**config.mk**
```make
export PLATFORM = sky130hd
export DESIGN_NAME = bilr_regs
export DESIGN_NICKNAME = d
export VERILOG_FILES = /design/src/design/bilr_pkg.sv /design/src/design/bilr_regs.sv /design/src/design/bilr_io_decode.sv
export VERILOG_INCLUDE_DIRS = /design/src /design/src/design
export SDC_FILE = /design/constraint.sdc
export NUM_CORES = 1
export LEC_CHECK = 0
export BUFFER_PORTS_ARGS = -buffer_cell sky130_fd_sc_hd__buf_4
export CORE_MARGIN = 2
export CORE_UTILIZATION = 56
export DETAILED_ROUTE_END_ITERATION = 12
export HOLD_SLACK_MARGIN = 0.03
export PLACE_DENSITY = 0.86
export SYNTH_ARGS = -nofsm -noshare
export SYNTH_HDL_FRONTEND = slang
export SYNTH_SLANG_ARGS = --single-unit
```
**constraint.sdc**
```tcl
create_clock -name ref_clk -period 4.4 [get_ports ref_clk]
set_input_delay 0.88 -clock ref_clk [delete_from_list [all_inputs] [get_ports ref_clk]]
set_output_delay 0.88 -clock ref_clk [all_outputs]
set_load 0.05 [all_outputs]
```
**src/design/bilr_map.svh**
```systemverilog
/*
  Offsets, field positions, reset values and masks of the bridge
  identifier and legacy index register slice.
  Assumes it is included by bare name from the package and the modules.
*/
// What this block does
// - The subsystem identifier is writable while the id_write_lock bit (system control bit 5) is 0 and read-only while it is 1.
// - After reset the identifier registers are read-only because id_write_lock resets to 1.
// - With an EEPROM attached, both subsystem identifier and vendor identifier are loaded from it once after each global reset.
// - The marked bits of the identifier, legacy base and system control registers clear only on global reset, not on bus reset.
// - The I/O address in the legacy base register selects the legacy_socket_regs index register, and that address plus one its data register.
// - Bit 0 of the legacy base register ignores writes and reads as 1; all other bits are writable.
// - The legacy base register is one shared register, so a write through function 0 or 1 is seen by both.
// - The subsystem vendor identifier at offset 40h follows the same write lock as the subsystem identifier.
`ifndef BILR_MAP_SVH
`define BILR_MAP_SVH

// -----------------------------------------------------------------
// Byte offsets in each function's configuration space
// -----------------------------------------------------------------
`define BILR_OFF_SUBSYS_VENDOR  8'h40
`define BILR_OFF_SUBSYS_ID      8'h42
`define BILR_OFF_LEGACY_BASE    8'h44
`define BILR_OFF_SYS_CTRL       8'h80

// -----------------------------------------------------------------
// Fields, reset values and masks
// -----------------------------------------------------------------
`define BILR_ID_WRITE_LOCK_BIT  5
`define BILR_ID_RESET           16'h0000
`define BILR_LEGACY_RESET       32'h0000_0001
`define BILR_LEGACY_WMASK       32'hFFFF_FFFE
`define BILR_SYS_CTRL_RESET     32'h0000_0020
`define BILR_SYS_CTRL_WMASK     32'hFF7F_C07B
`define BILR_SYS_CTRL_BUSRST    32'h1000_0000
`define BILR_FUNC_COUNT         2

`endif

```
**src/design/bilr_pkg.sv**
```systemverilog
/*
  Types shared by the bridge identifier and legacy index register slice.
  Assumes bilr_map.svh is on the include path.
*/
package bilr_pkg;
  `include "bilr_map.svh"

  // -----------------------------------------------------------------
  // Configuration access request
  // -----------------------------------------------------------------
  typedef struct packed {
    logic        wr;
    logic        rd;
    logic        func;
    logic [7:2]  addr;
    logic [3:0]  be;
    logic [31:0] wdata;
  } bilr_cfg_req_t;

  // -----------------------------------------------------------------
  // Identifier pair loaded from the EEPROM
  // -----------------------------------------------------------------
  typedef struct packed {
    logic [15:0] subsys_id;
    logic [15:0] vendor_id;
  } bilr_id_pair_t;

  // -----------------------------------------------------------------
  // Legacy window decode result
  // -----------------------------------------------------------------
  typedef struct packed {
    logic index_hit;
    logic data_hit;
  } bilr_io_hit_t;
endpackage

```
**src/design/bilr_regs.sv**
```systemverilog
/*
  Configuration register slice: subsystem identifiers with write lock and
  EEPROM load, shared legacy base, and system control per function.
  Assumes cfg and EEPROM load strobes come from logic on ref_clk; the bus
  reset and EEPROM presence arrive from pins.
*/
`include "bilr_map.svh"

module bilr_regs
  import bilr_pkg::*;
(
  // Clock and global reset
  input  wire logic          ref_clk,
  input  wire logic          rstn,
  // Bus reset pin
  input  wire logic          bus_rst_n,
  // Configuration access
  input  bilr_cfg_req_t      cfg_req,
  output logic               cfg_ack,
  output logic [31:0]        cfg_rdata,
  // EEPROM loader
  input  wire logic          ee_present,
  input  wire logic          ee_load,
  input  bilr_id_pair_t      ee_ids,
  output logic               ee_loaded,
  // Legacy I/O window
  input  wire logic          io_valid,
  input  wire logic [31:0]   io_addr,
  output bilr_io_hit_t       io_hit,
  // State seen by the rest of the bridge
  output logic [1:0]         id_write_lock,
  output logic [31:0]        legacy_index_base_address,
  output logic [63:0]        system_control_word
);
  timeunit 1ns;
  timeprecision 100ps;
  localparam int NF = `BILR_FUNC_COUNT;

  // -----------------------------------------------------------------
  // Pin synchronisers
  // -----------------------------------------------------------------
  logic [1:0] bus_rst_sync;
  logic [1:0] ee_present_sync;
  logic       bus_rst_hit;

  always_ff @(posedge ref_clk or negedge rstn) begin
    if (!rstn) begin
      bus_rst_sync    <= 2'b11;
      ee_present_sync <= 2'b00;
    end else begin
      bus_rst_sync    <= {bus_rst_sync[0], bus_rst_n};
      ee_present_sync <= {ee_present_sync[0], ee_present};
    end
  end

  assign bus_rst_hit = !bus_rst_sync[1];

  // -----------------------------------------------------------------
  // Register state
  // -----------------------------------------------------------------
  logic [15:0] subsystem_identifier [NF];
  logic [15:0] subsys_vendor        [NF];
  logic [31:0] sys_ctrl             [NF];
  logic [15:0] next_subsys_id       [NF];
  logic [15:0] next_subsys_vendor   [NF];
  logic [31:0] next_sys_ctrl        [NF];
  logic [31:0] next_legacy;
  logic        load_armed;
  logic        next_load_armed;
  logic        next_ee_loaded;
  logic        do_load;
  logic        wr_legacy;

  function automatic logic [31:0] merge(input logic [31:0] old_v,
                                        input logic [31:0] new_v,
                                        input logic [3:0]  be,
                                        input logic [31:0] wmask);
    logic [31:0] lanes;
    lanes = {{8{be[3]}}, {8{be[2]}}, {8{be[1]}}, {8{be[0]}}} & wmask;
    return (old_v & ~lanes) | (new_v & lanes);
  endfunction

  // -----------------------------------------------------------------
  // Dword index decode
  // -----------------------------------------------------------------
  logic hit_ids;
  logic hit_legacy;
  logic hit_ctrl;

  assign hit_ids    = (cfg_req.addr == 6'(`BILR_OFF_SUBSYS_VENDOR >> 2));
  assign hit_legacy = (cfg_req.addr == 6'(`BILR_OFF_LEGACY_BASE >> 2));
  assign hit_ctrl   = (cfg_req.addr == 6'(`BILR_OFF_SYS_CTRL >> 2));
  assign wr_legacy  = cfg_req.wr && hit_legacy;

  // -----------------------------------------------------------------
  // EEPROM load: accepted once per global reset, only when present
  // -----------------------------------------------------------------
  assign do_load = ee_load && load_armed && ee_present_sync[1];

  always_comb begin
    next_load_armed = load_armed && !do_load;
    next_ee_loaded  = ee_loaded || do_load;
  end

  always_ff @(posedge ref_clk or negedge rstn) begin
    if (!rstn) begin
      load_armed <= 1'b1;
      ee_loaded  <= 1'b0;
    end else begin
      load_armed <= next_load_armed;
      ee_loaded  <= next_ee_loaded;
    end
  end

  // -----------------------------------------------------------------
  // Shared legacy base: one register behind both functions
  // -----------------------------------------------------------------
  always_comb begin
    next_legacy     = legacy_index_base_address;
    if (wr_legacy) begin
      next_legacy = merge(legacy_index_base_address, cfg_req.wdata, cfg_req.be,
                          `BILR_LEGACY_WMASK);
    end
  end

  // -----------------------------------------------------------------
  // Per-function identifier and system control
  // -----------------------------------------------------------------
  for (genvar f = 0; f < NF; f++) begin : g_func
    logic        sel;
    logic [31:0] id_word;
    logic [31:0] id_merged;

    assign sel     = cfg_req.wr && (cfg_req.func == 1'(f));
    assign id_word = {subsystem_identifier[f], subsys_vendor[f]};

    always_comb begin
      id_merged             = merge(id_word, cfg_req.wdata, cfg_req.be, 32'hFFFF_FFFF);
      next_subsys_id[f]     = subsystem_identifier[f];
      next_subsys_vendor[f] = subsys_vendor[f];
      next_sys_ctrl[f]      = sys_ctrl[f];
      if (do_load) begin
        next_subsys_id[f]     = ee_ids.subsys_id;
        next_subsys_vendor[f] = ee_ids.vendor_id;
      end else if (sel && hit_ids
                   && !sys_ctrl[f][`BILR_ID_WRITE_LOCK_BIT]) begin
        next_subsys_id[f]     = id_merged[31:16];
        next_subsys_vendor[f] = id_merged[15:0];
      end
      if (sel && hit_ctrl) begin
        next_sys_ctrl[f] = merge(sys_ctrl[f], cfg_req.wdata, cfg_req.be,
                                 `BILR_SYS_CTRL_WMASK);
      end
      if (bus_rst_hit) begin
        next_sys_ctrl[f] = next_sys_ctrl[f] & ~`BILR_SYS_CTRL_BUSRST;
      end
    end

    always_ff @(posedge ref_clk or negedge rstn) begin
      if (!rstn) begin
        subsystem_identifier[f] <= `BILR_ID_RESET;
        subsys_vendor[f]        <= `BILR_ID_RESET;
        sys_ctrl[f]             <= `BILR_SYS_CTRL_RESET;
      end else begin
        subsystem_identifier[f] <= next_subsys_id[f];
        subsys_vendor[f]        <= next_subsys_vendor[f];
        sys_ctrl[f]             <= next_sys_ctrl[f];
      end
    end

    assign id_write_lock[f]                 = sys_ctrl[f][`BILR_ID_WRITE_LOCK_BIT];
    assign system_control_word[32*f +: 32]  = sys_ctrl[f];
  end

  always_ff @(posedge ref_clk or negedge rstn) begin
    if (!rstn) begin
      legacy_index_base_address <= `BILR_LEGACY_RESET;
    end else begin
      legacy_index_base_address <= next_legacy;
    end
  end

  // -----------------------------------------------------------------
  // Read path: one cycle after the strobe
  // -----------------------------------------------------------------
  logic [31:0] next_rdata;
  logic        next_ack;

  always_comb begin
    next_ack   = cfg_req.rd || cfg_req.wr;
    next_rdata = 32'h0000_0000;
    if (cfg_req.rd) begin
      case (cfg_req.addr)
        6'(`BILR_OFF_SUBSYS_VENDOR >> 2):
          next_rdata = {subsystem_identifier[cfg_req.func], subsys_vendor[cfg_req.func]};
        6'(`BILR_OFF_LEGACY_BASE >> 2):
          next_rdata = legacy_index_base_address | 32'h0000_0001;
        6'(`BILR_OFF_SYS_CTRL >> 2):
          next_rdata = sys_ctrl[cfg_req.func];
        default:
          next_rdata = 32'h0000_0000;
      endcase
    end
  end

  always_ff @(posedge ref_clk or negedge rstn) begin
    if (!rstn) begin
      cfg_ack   <= 1'b0;
      cfg_rdata <= 32'h0000_0000;
    end else begin
      cfg_ack   <= next_ack;
      cfg_rdata <= next_rdata;
    end
  end

  // -----------------------------------------------------------------
  // Legacy window decode
  // -----------------------------------------------------------------
  bilr_io_decode u_io_decode (
    .ref_clk  (ref_clk),
    .rstn     (rstn),
    .base     (legacy_index_base_address),
    .io_valid (io_valid),
    .io_addr  (io_addr),
    .io_hit   (io_hit)
  );
endmodule // bilr_regs

```
**src/design/bilr_io_decode.sv**
```systemverilog
/*
  Decoder for the legacy index/data I/O window placed by the legacy base.
  Assumes io_addr and io_valid come from logic on ref_clk.
*/
module bilr_io_decode
  import bilr_pkg::*;
(
  // Clock and reset
  input  wire logic         ref_clk,
  input  wire logic         rstn,
  // Window base and access
  input  wire logic [31:0]  base,
  input  wire logic         io_valid,
  input  wire logic [31:0]  io_addr,
  // Result
  output bilr_io_hit_t      io_hit
);
  timeunit 1ns;
  timeprecision 100ps;
  logic [31:0]  index_addr;
  logic [31:0]  data_addr;
  bilr_io_hit_t next_io_hit;

  always_comb begin
    index_addr            = {base[31:1], 1'b0};
    data_addr             = index_addr + 32'h0000_0001;
    next_io_hit.index_hit = io_valid && (io_addr == index_addr);
    next_io_hit.data_hit  = io_valid && (io_addr == data_addr);
  end

  always_ff @(posedge ref_clk or negedge rstn) begin
    if (!rstn) begin
      io_hit <= '0;
    end else begin
      io_hit <= next_io_hit;
    end
  end
endmodule // bilr_io_decode

```
==> out/metrics.sh <==
OUTCOME='finished clean'
DIE-AREA_UM2=16500
NNETSFINAL=1050
DRIVE_GT1_SHARE_PCT=51.5
SYNTHDOMINANTAREACELLTYPE='dfrtp_1'
REG_CLK_SLEW_REPORTED_PATHS_NS=0.06
CTS_TREE='done'
VIOLATION_COUNT_AFTER_THE_FIRST_DETAILED_ROUTE_ITERATION=492
FIN_CRIT_NS=2.92
POST_DRT_WL_PER_CELL_UM=21.0
FINAL_CELL_AREA_UM2=11200
DRT_PASS1_ITERATIONS=5
POST_CTS.RESIZED_INSTANCES=0
HTREEDEPTH=4
POWER.SHARE.CLOCK_PCT=39.8
P_COMB_SHARE_PCT=14.8
GRT_START_MAX_NET_PINS=109
CTS-HOLD-FIX-BUFFERS=0
GLOBALROUTE.BUSIESTLAYER='met2'
ROUTED-VIA-COUNT=6628
LAYOUT-AREA-OVERHEAD-VS-SYNTH_PCT=28.5
SYN-INSTANCE-COUNT=712
WORST-PATH-MAX-FANOUT=17
YS.FLOP_TYPE='dfrtp_1'
MAX-VDD-IR-DROP_uV=260
CP_SLOWEST_STAGE_DELAY_NS=0.75
POWER.SHARE.SWITCHING_PCT=26.5
GRT_SETUP_UNREPAIRED='false'
TIMING.CRITICAL_PATH.FROM_TYPE='input pin'
WORST_EP_REQUIRED_TIME_NS=4.70
SHARE_OF_THE_SYNTHESIZED_AREA_IN_COMPOUND_GATES_AO_OA_AOI_OAI_PCT=5.74
MUXSHAREOFSYNTHAREA_PCT=25.3
ANTENNA_VIOLATING_NETS_POST_ROUTE=0
CRITPATHBUFINV=1
SYNTH.AVG_CELL_AREA_UM2=12.2
IO_PINS=249
SETUP-VIOLATIONS-FINAL=0
GLOBALROUTEMET3UTIL_PCT=4.70
SEQUENTIALPOWERSHARE_PCT=45.4
INTERNAL-POWER_mW=2.91
INITIAL_UTILIZATION_PCT=57.3
ASYNC_RESET_FF_SHARE_PCT=100
HOLD_VIOL=0
NETLIST.AREA_LEADER.SHARE_PCT=51.0
TIMING.FINAL.CRIT_SHARE_PCT=66.3
HOLD_PATH.CLASS='reg2reg'
DIE_X_EXTENT_UM=128
POST_SYNTH_AND_OR_NAND_NOR_AREA_FRACTION_PCT=9.69
FINAL.SETUP_SKEW_NS=0.00407
HPWL_UM=16300
SYNTH_SEQ_AREA_SHARE_PCT=52.6
PWR_DENSITY_CELL_nW_PER_UM2=355
NETLIST-CELL-TYPE-COUNT=39
SYNTHTOPCELLSBYCOUNT='mux2_2 (192), dfrtp_1 (177), nand2_1 (96)'
TRITONCTS.NUM_BUFFERS=17
MAX_CLOCK_BUF_DEPTH=2
PLACED_AREA_UM2=10500
POST-SYNTH-TOP-COUNT-CELL='mux2_2'
POST-PLACE-CELLS=1104
SYNTHXORXNORAREAFRAC_PCT=3.13
DRV_CAP=0
PLACEMENT.IO_BUFFERS=229
WORSTMARGINPINSLEW_NS=0.988
PATH_DELAY_FAMILY='simple AND/OR/NAND/NOR gates'
CP_CELL_SEQUENCE='buf_4 -> or3_1 -> nor3_4 -> a41oi_2 -> mux2_2'
SYN_AREA_UM2=8680
GROUTE.USAGE.OVERALL_PCT=29.2
WORST_SKEW_LATE_LATENCY_NS=0.42
SYNTH_EDF_COUNT=0
ANTENNA_FOUND_INITIAL=0
WL_UM=23800
P_SWITCHING_mW=1.05
CRIT_PATH_TOP_DELAY_CELL='nor3_4'
FIN_SETUP_TNS_NS=0
MET2_LAYER_USAGE_REPORTED_BY_GLOBAL_ROUTE_PCT=49.2
WORST_EP_ARRIVAL_TIME_NS=3.22
TRITONCTS_NUM_SINKS=182
NUM_ROWS=45
ROUTED_VIA_DENSITY=5.83
SYNTH_WARNINGS=0
GR-TOTAL-OVERFLOW=0
SYNTH.AREA.TOP_CELLS='dfrtp_1 (51%), mux2_2 (25%), nand2_1 (4.2%)'
RELSLEWSLACK_PCT=34.1
DIODES=0
FINALWEIGHTEDCONGESTION=0.917
CELLLEAKAGEPOWER_nW=5.75
CRIT_TYPE='in2reg'
FMAX_GHz=0.343
FLOORPLAN_CORE_AREA_UM2=15100
LAYOUT.CELLS.NON_FILLER=1136
FP.DIEH_UM=128
COMBINATIONAL_FAMILY_WITH_THE_MOST_AREA_AFTER_SYNTHESIS='multiplexers'
DRC_ERRORS=0
CLOCK-ROOT-BUFFER='clkbuf_16'
FIRST_GLOBAL_VIAS=6589
CTS_SETUP_BUFFERS=0
MET1_LAYER_USAGE_REPORTED_BY_GLOBAL_ROUTE_PCT=37.5
YS_FF_LATCH=182
PINS_OVER_SLEW_LIMIT=0
WORSTSETUPENDPOINTTYPE='flip-flop'
GRT_FIRST_PASS_WIRELENGTH_UM=36300
SYNTHADDERAREAFRAC_PCT=0
cell families (layout without fill, tap and decap cells):
| kind of cell | Yosys count | after routing |
|---|---|---|
| AOI/OAI and AO/OA | 65 | 65 |
| xor gates and xnor gates | 31 | 31 |
| buffers and inverters | 59 | 278 |
| DFF | 182 | 182 |
| muxes | 195 | 195 |
| other | 2 | 19 |
| and+or+nand+nor | 178 | 178 |
power by group through the flow:
stage	logic [mW]	registers, mW	clock network [mW]
after global routing	0.620	1.80	1.67
after global placement	0.578	1.82	0
after floorplan	0.202	1.96	0
after CTS	0.589	1.80	1.58
after detailed placement	0.585	1.83	0
final	0.586	1.80	1.57
cells in the final DEF (no fill, tap or decap), drive strengths merged, types with 3 or more instances in the layout:
cell type / netlist / layout
o21ai: 4 / 4
clkinv: 1 / 3
dfrtp: 177 / 177
nor3: 4 / 4
a21oi: 24 / 24
nand2b: 3 / 3
nand4: 6 / 6
nand3: 34 / 34
a41oi: 4 / 4
xor2: 30 / 30
bufinv: 0 / 3
a22oi: 31 / 31
clkbuf: 29 / 25
inv: 2 / 3
nor4: 14 / 14
nand2: 96 / 96
buf: 27 / 243
dfstp: 5 / 5
mux2: 194 / 194
conb: 2 / 19
nor2: 11 / 11
layout make-up:
class	instances	area (µm²)
Timing Repair Buffer	243	1840
Clock inverter	7	116
Multi-Input combinational cell	488	3900
Fill cell	1017	3990
Sequential cell	182	4560
Tap cell	188	235
Inverter	3	11.3
Clock buffer	25	495
stage by stage:
step / utilization [%] / total power [mW] / worst slack, ns / hold WS, ns
6_report: 73.7 / 3.96 / 1.48 / 0.363
5_1_grt: 73.7 / 4.09 / 1.44 / 0.371
4_1_cts: 73.7 / 3.97 / 1.52 / 0.364
3_5_place_dp: 69.6 / 2.41 / 1.11 / 0.350
3_3_place_gp: 69.6 / 2.40 / 1.13 / 0.333
2_1_floorplan: - / 2.16 / 1.63 / 0.331
worst register-to-register path, stage by stage (launching register included):
cell and delay (ns):
dfstp_2 0.54, and3_2 0.79, a41oi_2 0.28, mux2_2 0.41
worst paths after layout:
path | slack (ns) | cells past startpoint | start | endpoint
setup reg to reg | 2.26 | 3 | load_armed | flip-flop
min in group asynchronous | 0.57 | 1 | rstn | asynchronous set/reset pin
hold / removal | 0.36 | 0 | ee_present_sync[0] | ee_present_sync[1]
max in group asynchronous | 2.88 | 2 | rstn | asynchronous set/reset pin
hold reg to reg | 0.36 | 0 | ee_present_sync[0] | ee_present_sync[1]
setup / recovery | 1.48 | 5 | cfg_req[39] | flip-flop
routing by layer:
metal / up-vias / share of wire, % / routed length [µm]
met4: 0 / 3.4 / 810
met3: 62 / 6.1 / 1450
met1: 3316 / 39 / 9380
li1: 2948 / - / -
met2: 302 / 51 / 12200
met5: - / 0 / 0
No activity file was read; power rests on OpenSTA's default activity.
